$ cat src/rtl/pmx_pkg.sv
package pmx_pkg;
    // apb register byte offsets
    localparam logic [3:0]  PMX_OFS_PCFG    = 4'h0;
    localparam logic [3:0]  PMX_OFS_GPIO_EN = 4'h4;
    localparam logic [3:0]  PMX_OFS_GPIO_DR = 4'h8;
    localparam logic [3:0]  PMX_OFS_STATUS  = 4'hC;
    // peripheral_config_reg fields
    localparam int          PMX_PCFG_VP1    = 0;
    localparam int          PMX_PCFG_AUD    = 1;
    localparam int          PMX_PCFG_BSP1   = 2;
    localparam int          PMX_PCFG_W      = 3;
    localparam logic [2:0]  PMX_PCFG_RST    = 3'h4;
    // status register fields
    localparam int          PMX_STAT_PCI    = 0;
    localparam int          PMX_STAT_ETH    = 1;
    // gpio registers
    localparam int          PMX_GPIO_W      = 16;
    localparam logic [15:0] PMX_GPIO_EN_RST = 16'h0000;
    localparam logic [15:0] PMX_GPIO_DR_RST = 16'h0000;
    // gpio bit positions on shared pins
    localparam int          PMX_GP_CLK4     = 1;
    localparam int          PMX_GP_CLK6     = 2;
    localparam int          PMX_GP_DAC      = 8;
    localparam int          PMX_GP_HI_LO    = 9;
    // pin group low bits and widths
    localparam int          PMX_GP_HI_W     = 7;
    localparam int          PMX_VP1_HI_LO   = 12;
    localparam int          PMX_VP1_HI_W    = 8;
    localparam int          PMX_VP1_LO_LO   = 2;
    localparam int          PMX_VP1_LO_W    = 7;
    localparam int          PMX_VP1_W       = 20;
    localparam int          PMX_PCI_W       = 32;
endpackage : pmx_pkg

$ cat src/rtl/pmx_stage.sv
`timescale 1ns/100ps
// one registered stage, used for every pad and fabric return vector
module pmx_stage #(
    parameter int           W   = 1,
    parameter logic [W-1:0] RST = '0
) (
    // clock and reset
    input  wire logic         clock,
    input  wire logic         rst,
    input  wire logic         ce,
    // data
    input  wire logic [W-1:0] d,
    output logic      [W-1:0] q
);
    typedef struct packed {
        logic [W-1:0] val;
    } pmx_stage_s;

    pmx_stage_s st_q;
    pmx_stage_s st_d;

    always_comb
    begin
        st_d = st_q;
        if (rst)
        begin
            st_d.val = RST;
        end
        else if (ce)
        begin
            st_d.val = d;
        end
    end

    always_ff @(posedge clock)
    begin
        st_q <= st_d;
    end

    assign q = st_q.val;
endmodule : pmx_stage

$ cat src/rtl/pmx_pin_select.sv
// Our own choices: the register offsets and register access over APB.
`timescale 1ns/100ps
// Summary of operation
// software sets shared functions once only; here pcfg, gpio_en and gpio_dir stay writable at any time
// straps taken only while reset held
// strapped pins granted to one peripheral
// gpio enable: direction bit picks in/out
// clock outputs own gpio1/2 after reset
// gpio8 needs pci off and enable
// dac output owns its pin by default
// gpio15:9 need pci off and enable
// video1 enable takes upper data pins
// audio enable takes upper data pins
// upper data pins unused after reset
// lower data pins serve serial1 after reset
// video1 enable takes lower data pins
// pci off: standalone pci pins hi-z
// pci strap 1 enables pci, default 0
// ethernet strap ignored while pci enabled
// video1 wins over audio when both set
// unselected pins stay undriven
module pmx_pin_select
    import pmx_pkg::*;
#(
    parameter int PCI_W = pmx_pkg::PMX_PCI_W
) (
    // clock and reset
    input  wire logic                      clock,
    input  wire logic                      rst,
    input  wire logic                      ce,
    // straps
    input  wire logic                      strap_pci_enable,
    input  wire logic                      strap_ethernet_enable,
    // apb slave
    input  wire logic                      psel,
    input  wire logic                      penable,
    input  wire logic                      pwrite,
    input  wire logic [11:0]               paddr,
    input  wire logic [31:0]               pwdata,
    output logic      [31:0]               prdata,
    output logic                           pready,
    output logic                           pslverr,
    // peripheral enables
    output logic                           pci_block_enable,
    output logic                           ethernet_block_enable,
    // peripheral side
    input  wire logic                      clock_div4_output,
    input  wire logic                      clock_div6_output,
    input  wire logic                      video_dac_output,
    input  wire logic [PMX_GPIO_W-1:0]     general_purpose_lines_out,
    output logic      [PMX_GPIO_W-1:0]     general_purpose_lines_in,
    input  wire logic [PMX_VP1_W-1:0]      video1_data_bus_out,
    input  wire logic [PMX_VP1_W-1:0]      video1_data_bus_oe,
    output logic      [PMX_VP1_W-1:0]      video1_data_bus_in,
    input  wire logic [7:0]                audio_serial_data_lines_out,
    input  wire logic [7:0]                audio_serial_data_lines_oe,
    output logic      [7:0]                audio_serial_data_lines_in,
    input  wire logic [PMX_VP1_LO_W-1:0]   serial1_out,
    input  wire logic [PMX_VP1_LO_W-1:0]   serial1_oe,
    output logic      [PMX_VP1_LO_W-1:0]   serial1_in,
    input  wire logic [PMX_GP_HI_W-1:0]    pci_shared_out,
    input  wire logic [PMX_GP_HI_W-1:0]    pci_shared_oe,
    output logic      [PMX_GP_HI_W-1:0]    pci_shared_in,
    input  wire logic [PCI_W-1:0]          pci_pin_out,
    input  wire logic [PCI_W-1:0]          pci_pin_oe,
    output logic      [PCI_W-1:0]          pci_pin_in,
    // pads
    output logic      [1:0]                clk_pad_out,
    output logic      [1:0]                clk_pad_oe,
    input  wire logic [1:0]                clk_pad_in,
    output logic                           dac_pad_out,
    output logic                           dac_pad_oe,
    input  wire logic                      dac_pad_in,
    output logic      [PMX_GP_HI_W-1:0]    gphi_pad_out,
    output logic      [PMX_GP_HI_W-1:0]    gphi_pad_oe,
    input  wire logic [PMX_GP_HI_W-1:0]    gphi_pad_in,
    output logic      [PMX_VP1_HI_W-1:0]   vp1hi_pad_out,
    output logic      [PMX_VP1_HI_W-1:0]   vp1hi_pad_oe,
    input  wire logic [PMX_VP1_HI_W-1:0]   vp1hi_pad_in,
    output logic      [PMX_VP1_LO_W-1:0]   vp1lo_pad_out,
    output logic      [PMX_VP1_LO_W-1:0]   vp1lo_pad_oe,
    input  wire logic [PMX_VP1_LO_W-1:0]   vp1lo_pad_in,
    output logic      [PCI_W-1:0]          pci_pad_out,
    output logic      [PCI_W-1:0]          pci_pad_oe,
    input  wire logic [PCI_W-1:0]          pci_pad_in
);
    import pmx_pkg::*;

    localparam int NP = 25 + PCI_W;
    localparam int NF = PMX_GPIO_W + PMX_VP1_W + 8 + PMX_VP1_LO_W + PMX_GP_HI_W + PCI_W;

    typedef struct packed {
        logic                  pci_strap;
        logic                  eth_strap;
        logic [PMX_PCFG_W-1:0] pcfg;
        logic [PMX_GPIO_W-1:0] gpio_en;
        logic [PMX_GPIO_W-1:0] gpio_dir;
        logic [31:0]           prdata;
        logic                  pready;
        logic                  pslverr;
        logic                  eth_en;
        logic                  live;
    } pmx_sel_s;

    pmx_sel_s st_q;
    pmx_sel_s st_d;

    logic          vp1_on;
    logic          aud_on;
    logic          bsp_on;
    logic          pci_on;
    logic [NP-1:0] pad_o;
    logic [NP-1:0] pad_e;
    logic [NP-1:0] pad_i;
    logic [NP-1:0] pad_oq;
    logic [NP-1:0] pad_eq;
    logic [NF-1:0] fab_d;
    logic [NF-1:0] fab_q;
    logic          acc;
    logic [31:0]   rd;
    logic          hit;

    assign vp1_on = st_q.pcfg[PMX_PCFG_VP1];
    assign aud_on = st_q.pcfg[PMX_PCFG_AUD];
    assign bsp_on = st_q.pcfg[PMX_PCFG_BSP1];
    assign pci_on = st_q.pci_strap;
    assign acc    = psel & penable & ~st_q.pready;
    assign pad_i  = {pci_pad_in, vp1lo_pad_in, vp1hi_pad_in, gphi_pad_in, dac_pad_in, clk_pad_in};

    // read decode; an unmapped word reads zero with an error
    always_comb
    begin
        rd  = 32'h0000_0000;
        hit = 1'b1;
        if (paddr[11:4] != 8'h00 || paddr[1:0] != 2'h0)
        begin
            hit = 1'b0;
        end
        else if (paddr[3:0] == PMX_OFS_PCFG)
        begin
            rd[PMX_PCFG_W-1:0] = st_q.pcfg;
        end
        else if (paddr[3:0] == PMX_OFS_GPIO_EN)
        begin
            rd[PMX_GPIO_W-1:0] = st_q.gpio_en;
        end
        else if (paddr[3:0] == PMX_OFS_GPIO_DR)
        begin
            rd[PMX_GPIO_W-1:0] = st_q.gpio_dir;
        end
        else
        begin
            rd[PMX_STAT_PCI] = st_q.pci_strap;
            rd[PMX_STAT_ETH] = st_q.eth_en;
        end
    end

    always_comb
    begin
        st_d = st_q;
        if (rst)
        begin
            // straps sampled in reset
            st_d.pci_strap = strap_pci_enable;
            st_d.eth_strap = strap_ethernet_enable;
            st_d.eth_en    = 1'b0;
            st_d.pcfg      = PMX_PCFG_RST;
            st_d.gpio_en   = PMX_GPIO_EN_RST;
            st_d.gpio_dir  = PMX_GPIO_DR_RST;
            st_d.prdata    = 32'h0000_0000;
            st_d.pready    = 1'b0;
            st_d.pslverr   = 1'b0;
            st_d.live      = 1'b0;
        end
        else if (ce)
        begin
            // ethernet masked by pci
            st_d.eth_en  = st_q.eth_strap & ~st_q.pci_strap;
            st_d.live    = 1'b1;
            st_d.pready  = acc;
            st_d.pslverr = acc & ~hit;
            st_d.prdata  = (acc && !pwrite) ? rd : 32'h0000_0000;
            if (acc && pwrite && hit)
            begin
                if (paddr[3:0] == PMX_OFS_PCFG)
                begin
                    st_d.pcfg = pwdata[PMX_PCFG_W-1:0];
                end
                else if (paddr[3:0] == PMX_OFS_GPIO_EN)
                begin
                    st_d.gpio_en = pwdata[PMX_GPIO_W-1:0];
                end
                else if (paddr[3:0] == PMX_OFS_GPIO_DR)
                begin
                    st_d.gpio_dir = pwdata[PMX_GPIO_W-1:0];
                end
            end
        end
    end

    always_ff @(posedge clock)
    begin
        st_q <= st_d;
    end

    // pad steering, all from registered selections so pads never glitch on a write
    always_comb
    begin
        pad_o = '0;
        pad_e = '0;
        fab_d = '0;
        // clock pins fall back to clocks
        for (int k = 0; k < 2; k++)
        begin
            if (st_q.gpio_en[PMX_GP_CLK4 + k])
            begin
                pad_o[k] = general_purpose_lines_out[PMX_GP_CLK4 + k];
                pad_e[k] = st_q.gpio_dir[PMX_GP_CLK4 + k];
                fab_d[PMX_GP_CLK4 + k] = pad_i[k];
            end
            else
            begin
                pad_o[k] = (k == 0) ? clock_div4_output : clock_div6_output;
                pad_e[k] = 1'b1;
            end
        end
        // gpio8 only with pci off
        if (!pci_on && st_q.gpio_en[PMX_GP_DAC])
        begin
            pad_o[2] = general_purpose_lines_out[PMX_GP_DAC];
            pad_e[2] = st_q.gpio_dir[PMX_GP_DAC];
            fab_d[PMX_GP_DAC] = pad_i[2];
        end
        else
        begin
            pad_o[2] = video_dac_output;
            pad_e[2] = 1'b1;
        end
        for (int k = 0; k < PMX_GP_HI_W; k++)
        begin
            // pci strap owns these
            if (pci_on)
            begin
                pad_o[3 + k] = pci_shared_out[k];
                pad_e[3 + k] = pci_shared_oe[k];
                fab_d[PMX_GPIO_W + PMX_VP1_W + 8 + PMX_VP1_LO_W + k] = pad_i[3 + k];
            end
            // gpio15:9 need enable
            else if (st_q.gpio_en[PMX_GP_HI_LO + k])
            begin
                pad_o[3 + k] = general_purpose_lines_out[PMX_GP_HI_LO + k];
                pad_e[3 + k] = st_q.gpio_dir[PMX_GP_HI_LO + k];
                fab_d[PMX_GP_HI_LO + k] = pad_i[3 + k];
            end
        end
        for (int k = 0; k < PMX_VP1_HI_W; k++)
        begin
            // video1 has priority
            if (vp1_on)
            begin
                pad_o[10 + k] = video1_data_bus_out[PMX_VP1_HI_LO + k];
                pad_e[10 + k] = video1_data_bus_oe[PMX_VP1_HI_LO + k];
                fab_d[PMX_GPIO_W + PMX_VP1_HI_LO + k] = pad_i[10 + k];
            end
            // audio data lines
            else if (aud_on)
            begin
                pad_o[10 + k] = audio_serial_data_lines_out[k];
                pad_e[10 + k] = audio_serial_data_lines_oe[k];
                fab_d[PMX_GPIO_W + PMX_VP1_W + k] = pad_i[10 + k];
            end
        end
        for (int k = 0; k < PMX_VP1_LO_W; k++)
        begin
            // video1 over serial1
            if (vp1_on)
            begin
                pad_o[18 + k] = video1_data_bus_out[PMX_VP1_LO_LO + k];
                pad_e[18 + k] = video1_data_bus_oe[PMX_VP1_LO_LO + k];
                fab_d[PMX_GPIO_W + PMX_VP1_LO_LO + k] = pad_i[18 + k];
            end
            // serial1 default owner
            else if (bsp_on)
            begin
                pad_o[18 + k] = serial1_out[k];
                pad_e[18 + k] = serial1_oe[k];
                fab_d[PMX_GPIO_W + PMX_VP1_W + 8 + k] = pad_i[18 + k];
            end
        end
        // standalone pci tied off
        if (pci_on)
        begin
            pad_o[NP-1:25] = pci_pin_out;
            pad_e[NP-1:25] = pci_pin_oe;
            fab_d[NF-1:NF-PCI_W] = pad_i[NP-1:25];
        end
    end

    pmx_stage #(.W(NP), .RST('0)) u_pad_out (
        .clock (clock),
        .rst   (rst),
        .ce    (ce),
        .d     (pad_o),
        .q     (pad_oq)
    );

    pmx_stage #(.W(NP), .RST('0)) u_pad_oe (
        .clock (clock),
        .rst   (rst),
        .ce    (ce),
        .d     (pad_e),
        .q     (pad_eq)
    );

    pmx_stage #(.W(NF), .RST('0)) u_fabric_in (
        .clock (clock),
        .rst   (rst),
        .ce    (ce),
        .d     (fab_d),
        .q     (fab_q)
    );

    assign {pci_pad_out, vp1lo_pad_out, vp1hi_pad_out, gphi_pad_out, dac_pad_out, clk_pad_out}
        = pad_oq;
    assign {pci_pad_oe, vp1lo_pad_oe, vp1hi_pad_oe, gphi_pad_oe, dac_pad_oe, clk_pad_oe}
        = pad_eq;
    assign {pci_pin_in, pci_shared_in, serial1_in, audio_serial_data_lines_in,
            video1_data_bus_in, general_purpose_lines_in} = fab_q;
    assign prdata                = st_q.prdata;
    assign pready                = st_q.pready;
    assign pslverr               = st_q.pslverr;
    assign pci_block_enable      = st_q.pci_strap;
    assign ethernet_block_enable = st_q.eth_en;
endmodule : pmx_pin_select

$ cat config.mk
export PLATFORM = sky130hd
export DESIGN_NAME = pmx_pin_select
export DESIGN_NICKNAME = d
export VERILOG_FILES = /design/src/rtl/pmx_pkg.sv /design/src/rtl/pmx_stage.sv /design/src/rtl/pmx_pin_select.sv
export SDC_FILE = /design/constraint.sdc
export NUM_CORES = 1
export LEC_CHECK = 0
export ABC_AREA = 1
export BUFFER_PORTS_ARGS = -buffer_cell sky130_fd_sc_hd__buf_2
export CORE_MARGIN = 10
export CORE_UTILIZATION = 30
export CTS_BUF_LIST = sky130_fd_sc_hd__clkbuf_16
export CTS_CLUSTER_DIAMETER = 40
export DETAILED_ROUTE_END_ITERATION = 7
export HOLD_SLACK_MARGIN = 0.05
export PLACE_DENSITY = 0.68
export SYNTH_ARGS = -nofsm -noshare
export SYNTH_HDL_FRONTEND = slang
export SYNTH_SLANG_ARGS = --single-unit
$ cat constraint.sdc
create_clock -name clock -period 1.6 [get_ports clock]
set_input_delay 0 -clock clock [delete_from_list [all_inputs] [get_ports clock]]
set_output_delay 0 -clock clock [all_outputs]
set_load 0.02 [all_outputs]
# Word level (Yosys, flattened, before mapping)

Cells that the tools add are included.
Widths: inputs -> output; s select.

Eq/ne operators: 2
Multiplexer cells: 174
Bitwise gates (word level): 8
Reductions and logical operators: 13

Operators with widths:

| cell               | number |
|---|---|
| $mux 1             | 164 |
| $mux 32            | 3 |
| $mux 16            | 3 |
| $mux 14            | 1 |
| $mux 13            | 1 |
| $reduce_bool 8->1  | 1 |
| $reduce_and 5->1   | 1 |
| $and 1x1->1        | 4 |
| $eq 4x3->1 const B | 1 |
| $eq 4x4->1 const B | 1 |
| $logic_and 1x1->1  | 4 |
| $logic_not 4->1    | 1 |
| $not 1->1          | 4 |
| $reduce_and 4->1   | 1 |
| $mux 3             | 1 |
| $reduce_and 3->1   | 1 |
| $logic_not 1->1    | 2 |
| $mux 2             | 1 |
| $reduce_bool 2->1  | 1 |
| $logic_or 1x1->1   | 1 |

Register bits: 265
Output and inout bits: 240
Word-level logic and storage cells: 209

# Logic depth before layout (Yosys ltp)

Gate-level depths: netlist of run 1.

Depth in word-level cells: 6
Depth in mapped cells: 9
Mapped depth without buffers: 9

# By module

A second synthesis of run 1 with hierarchy kept.

Cell total of the unflattened synthesis: 2,183
Area, all modules: 13,067.5 um^2

Modules (own cells, without submodules):

| module                    | instances | cells each | area each (um^2) | seq. area each (um^2) |
|---|---|---|---|---|
| pmx_stage at u_pad_oe ... | 2         | 362        | 2,359.8          | 1,141.1 |
| pmx_pin_select            | 1         | 889        | 4,682.0          | 1,141.1 |
| pmx_stage at u_fabric_in  | 1         | 570        | 3,666.0          | 1,801.7 |

# Worst setup path before layout of run 1

OpenSTA, ideal clock, no wires.

Kind: register to register
Start: reg st_q, in the netlist pready
End: reg st_q[54] (netlist bit)
Library setup time: 0.113 ns
Arrival time: 1.308 ns
Data required time: 1.487 ns
Slack: 0.180 ns
Stages on the path, launching flop included: 7
Path buffers: 1
Clock period less this slack: 1.420 ns
Cells stage by stage: dfxtp_1 -> nand3b_1 -> nor2_2 -> nand4_4 -> buf_2 -> nor2_1 -> nor2_1

Longest elaborated chain between the ends: 5

RTL lines:

| what                              | line                  | source |
|---|---|---|
| start, declared                   | pmx_pin_select.sv:105 | `pmx_sel_s st_q;` |
| start signal, assigned            | pmx_pin_select.sv:203 | `st_q <= st_d;` |
| $not 1->1                         | pmx_pin_select.sv:127 | `assign acc = psel & penable & ~st_q.pready;` |
| $and 1x1->1                       | pmx_pin_select.sv:127 |  |
| $logic_and 1x1->1 (2 in series)   | pmx_pin_select.sv:183 | `if (acc && pwrite && hit)` |
| $reduce_and 4->1 (no source line) | --                    |  |

No other way between the ends.
A chain may end at the register's enable or synchronous reset.

==> flow_summary.ini, run 1 <==
[yosys]
postSynthAreaPerCell_sq_um = 7.41
synth_ff_type = dfxtp_1
ys_top_cells_by_area = dfxtp_1, nand2_1, a21oi_1
synth-warning-count = 0
yosysMostFrequentCell = nand2_1
synth_edf_count = 2
ys_seq_area_share_pct = 51.0
async_reset_ff_share_pct = 0
synth-seq-cells = 249
yosys.area.top_type = dfxtp_1
synthTopCellsByCount = nand2_1, dfxtp_1, a21oi_1, nor2_1, nand3_1
synth_area_sq_mm = 0.00982
ys_types = 26
syn_inst = 1324
synth_top_cell_area_share_pct = 50.4

[detailed_routing]
antenna_left = 0
via_count = 11800
routed_wl_um = 43600
drc = 0
drt_iter0_markers = 755
via_per_inst = 4.78
firstDrtPassIters = 6
wl_per_cell_um = 17.7

[worst_setup_path]
worstPathRequired_ns = 2.00
crit_type = in -> reg
start_kind = input port
crit_path_max_fanout = 19
arrival_ns = 1.91
endpoint_kind = flop

[clocking]
root_buffer = clkbuf_16
cts_made_buffers = 41
clock_path_buffers = 3
clock_latency_ns = 0.52
cts_tree = done
htree_levels = 2
clkSlewWorstSetupHoldPaths_ns = 0.05
clock_sinks = 249

[power]
power_density_mw_per_mm2 = 1050
p_leak_nw = 7.46
vdd_drop_max_uv = 683

[cells_and_area]
final_layout_size_suffix_gt1_share_pct = 27.9
final_nets = 2259
fin_util_pct = 50.0
syn_to_final_growth_pct = 64.8
instances_no_fill = 2466

[flow_run]
cap_violations = 0

[worst_hold_path]
hold_class = in -> reg

[die]
start_util_pct = 30.3
row_count = 66
dieArea_sq_mm = 0.0404
dieHeight_um = 201
die_w_um = 201
top_level_ports = 516
core_sq_mm = 0.0324

[sta]
hold_violations = 0
post-route-period-util_pct = 94.4
fmax_mhz = 662
worst_pin_slew_ns = 0.590
rsz0062_at_grt = false
finalSetupTns_ns = 0
setup_violations = 0
worst_clock_skew_ns = 0.0132
period_minus_slack_ns = 1.51
slew-limit-headroom_pct = 60.6
hold_ws_ns = 0.0313
drv_slew = 0

[global_routing]
grt_pass1_vias = 11900
antenna_found_initial = 8
grt_first_pass_wirelength_um = 66300
grt_usage_pct = 20.1
globalRouteOverflowTotal = 0
grt_start_max_net_pins = 118

[placed_design]
gp_congestion = 0.848
numPortBuffers = 456
place_inst = 2143
hpwl_um = 27500

[status]
status = complete, no violations
power breakdown:
| part | switching (mW) | internal, mW | total [mW] |
|---|---|---|---|
| sequential | 0.0971 | 6.41 | 6.51 |
| clock | 3.09 | 5.34 | 8.43 |
| combinational | 1.13 | 0.912 | 2.04 |
| total | 4.32 | 12.7 | 17.0 |
registers in the layout, indices dropped and copies added, names as in the netlist:
name,cells
pci_block_enable,1
aud_on,1
st_q,34
u_fabric_in.q,79
ethernet_block_enable,1
u_pad_out.q,57
pslverr,1
u_pad_oe.q,57
bsp_on,1
pready,1
prdata,16
logic make-up (layout without fill, tap and decap cells):
kind of cell    count (synthesis)  after routing  share of synthesized area [%]
other cells                     1             37                         0.0382
buf+inv                       184            848                           8.96
flops                         249            249                           51.0
simple gates                  638            638                           26.5
compound gates                252            252                           13.6
path summary, 6_finish.rpt:
kind | from | to | slack (ns) | depth (start not counted)
worst max-delay path | ce | u_pad_out.q[0] | 0.09 | 7
worst min-delay path | paddr[4] | prdata[0] | 0.03 | 8
worst max register to register | st_q[53] | u_pad_out.q[0] | 0.11 | 6
worst min register to register | u_fabric_in.q[18] | u_fabric_in.q[18] | 0.46 | 2
per-layer routing:
layer / GRT usage, % / up-vias / share of wire (%)
met5: 0 / - / 0
met3: 5.44 / 145 / 8.4
met2: 34.7 / 669 / 49
li1: - / 5567 / -
met1: 22.3 / 5400 / 38
met4: 10.1 / 0 / 4.8
worst max-delay path: stages:
cell and delay [ns]:
dlygate4sd3_1 0.52, buf_4 0.28, buf_4 0.28, nand3_1 0.09, dlygate4sd3_1 0.57, o211ai_1 0.11
inv_1 0.06
metrics by stage:
step | total power, mW | setup WS (ns) | instance area (sq um)
4_1_cts | 17.1 | 0.00851 | 16100
3_5_place_dp | 8.12 | 0.155 | 12400
5_1_grt | 17.6 | 0.00798 | 16200
3_3_place_gp | 8.09 | 0.174 | 12400
2_1_floorplan | 7.43 | 0.180 | 9910
6_report | 17.0 | 0.0899 | 16200
layout by cell type (no fill, tap or decap), types with 2 or more instances in the layout:
master | netlist | routed
clkinv_2 | 0 | 4
edfxtp_1 | 2 | 2
a21oi_1 | 162 | 162
nand3_1 | 71 | 71
dlygate4sd3_1 | 0 | 237
clkinv_4 | 0 | 3
buf_2 | 10 | 454
bufinv_16 | 0 | 4
a31oi_1 | 47 | 47
inv_2 | 3 | 3
nor2_4 | 1 | 2
inv_6 | 0 | 6
nor3_1 | 2 | 2
buf_4 | 43 | 22
inv_1 | 47 | 51
conb_1 | 1 | 27
dfxtp_1 | 247 | 247
nor2_2 | 2 | 4
diode_2 | 0 | 10
clkbuf_16 | 0 | 42
buf_12 | 0 | 8
o211ai_1 | 4 | 4
nand4_4 | 2 | 2
clkinv_1 | 0 | 8
nand2_1 | 459 | 459
clkinvlp_4 | 0 | 3
o21ai_0 | 39 | 39
nor2_1 | 83 | 80
nand4_1 | 14 | 14
timing repair:
action,4_1_cts,5_1_grt
gates resized for setup,0,2
setup endpoints to repair,0,10
hold buffers,238,0
setup buffers,0,1
hold endpoints to repair,249,0
final cells by class:
type	count	area, sq um
multi-input cells	917	4040
repair buffers	724	5030
inverters	50	194
clock buffers	41	1030
well taps	442	553
diodes	10	25.0
clock inverters	33	297
flip-flops and latches	249	5000
fillers	2868	16200
No activity file was read; power rests on OpenSTA's default activity.
==> run 2, diff against run 1 <==
- clock period: 1.6 -> 1.4 ns (I/O delays scaled with it)
==> flow_summary.ini, run 2 (same netlist as run 1, synthesis figures left out) <==
[detailed_routing]
via_per_inst = 4.86
firstDrtPassIters = 6
routed_wl_um = 45200
antenna_left = 0
wl_per_cell_um = 18.2
drc = 0
via_count = 12100
drt_iter0_markers = 791

[global_routing]
grt_usage_pct = 20.2
grt_pass1_vias = 12000
globalRouteOverflowTotal = 0
antenna_found_initial = 12
grt_first_pass_wirelength_um = 66900
grt_start_max_net_pins = 118

[sta]
post-route-period-util_pct = 103
slew-limit-headroom_pct = 59.6
finalSetupTns_ns = -0.342
fin_ws_ns = -0.0399
hold_violations = 0
worst_clock_skew_ns = 0.0163
drv_slew = 0
rsz0062_at_grt = true
worst_pin_slew_ns = 0.606
period_minus_slack_ns = 1.44
setup_violations = 13
fmax_mhz = 695

[die]
core_sq_mm = 0.0324
row_count = 66
start_util_pct = 30.3
dieHeight_um = 201
top_level_ports = 516
dieArea_sq_mm = 0.0404
die_w_um = 201

[power]
p_leak_nw = 7.61
power_density_mw_per_mm2 = 1160
vdd_drop_max_uv = 1010

[status]
status = complete, but fails checks
violations = negative setup slack

[placed_design]
place_inst = 2157
gp_congestion = 0.881
numPortBuffers = 456
hpwl_um = 28300
post_dp_cell_area_sq_mm = 0.0126

[cells_and_area]
largest_reg_flops = 79
final_layout_size_suffix_gt1_share_pct = 29.4
final_nets = 2277
syn_to_final_growth_pct = 68.2
final_common_cell = buf_2
instances_no_fill = 2484
num-fill-cells = 2868
fin_util_pct = 51.0
stdcell_area_sq_mm = 0.0165
final_cell_mix = buf_2, nand2_1, dfxtp_1, dlygate4sd3_1, a21oi_1

[worst_setup_path]
worstRegToRegCells = 7
crit_type = in -> reg
crit_path_max_fanout = 16
worstPathRequired_ns = 1.84
rrSetupSlack_ns = -0.03
arrival_ns = 1.88
endpoint_kind = flop
reg2reg_from = pready
r2r-end = st_q[47]
start_kind = input port

[clocking]
clock_path_buffers = 3
clkSlewWorstSetupHoldPaths_ns = 0.05
clock_latency_ns = 0.51
clock_sinks = 249
htree_levels = 2
cts_tree = done
root_buffer = clkbuf_16
cts_made_buffers = 38

[worst_hold_path]
hold_path_depth = 5
hold_class = in -> reg
hold_end = pslverr
min_from = paddr[10]

[flow_run]
cap_violations = 0
run 2: cell count changes in the layout (fill, tap and decap cells not counted), sizes merged:
cell	change
clkinv	-4
dlygate4sd3	-1
clkbuf	+3
diode	+3
buf	+17
run 2: repair_timing:
action                                 4_1_cts  5_1_grt
setup endpoints to repair                    0      116
endpoints found under the hold margin      248        0
hold buffers                               236        0
resized for setup                            0       25
setup buffers                                0        3
run 2: layout make-up:
class	instances	area (sq um)	share of cell area [%]
tap	442	553	3.35
multi-input combinational	917	4090	24.8
clock inverter	29	288	1.74
sequential	249	5010	30.3
clock buffer	39	976	5.91
antenna	13	32.5	0.197
timing repair buffer	745	5360	32.5
inverter	50	195	1.18
run 2: critical path, cell delays in order:
cell	delay, ns
dlygate4sd3_1	0.54
buf_2	0.14
nor2_4	0.17
buf_4	0.19
nand2_1	0.13
inv_2	0.11
nand4_4	0.17
clkbuf_16	0.23
nand2_1	0.06
nand2_1	0.04
nor2_1	0.08
run 2: routing by layer:
layer / up-vias / global-route usage, % / share of wire, %
met5: - / 0 / 0
met4: 0 / 10.8 / 5.0
met3: 158 / 5.55 / 8.0
met2: 677 / 34.2 / 49
met1: 5628 / 22.8 / 38
li1: 5613 / - / -
run 2: power breakdown:
group	leakage (nW)	switching, mW	internal [mW]
sequential	2.03	0.110	7.32
clock	0.633	3.47	5.85
combinational	4.95	1.33	1.10
run 2: through the flow:
stage	power [mW]	worst slack, ns	hold WS [ns]
finish	19.2	-0.0399	0.0885
global route	19.9	-0.114	0.119
CTS	19.2	0.0178	0.0508
detailed placement	9.32	0.0506	0.185
global placement	9.29	0.0784	0.194
floorplan	8.50	0.00578	0.0989
run 2: worst max-delay path by stage:
stage / to / slack [ns] / cells after the start / from
final: st_q[47] / -0.04 / 11 / paddr[1]
after global routing: st_q[42] / -0.11 / 6 / pready
after CTS: u_pad_oe.q[5] / 0.02 / 5 / pci_block_enable
after detailed placement: u_fabric_in.q[78] / 0.05 / 5 / pci_block_enable
after global placement: u_pad_oe.q[48] / 0.08 / 5 / pci_block_enable
after floorplan: prdata[5] / 0.006 / 5 / pready
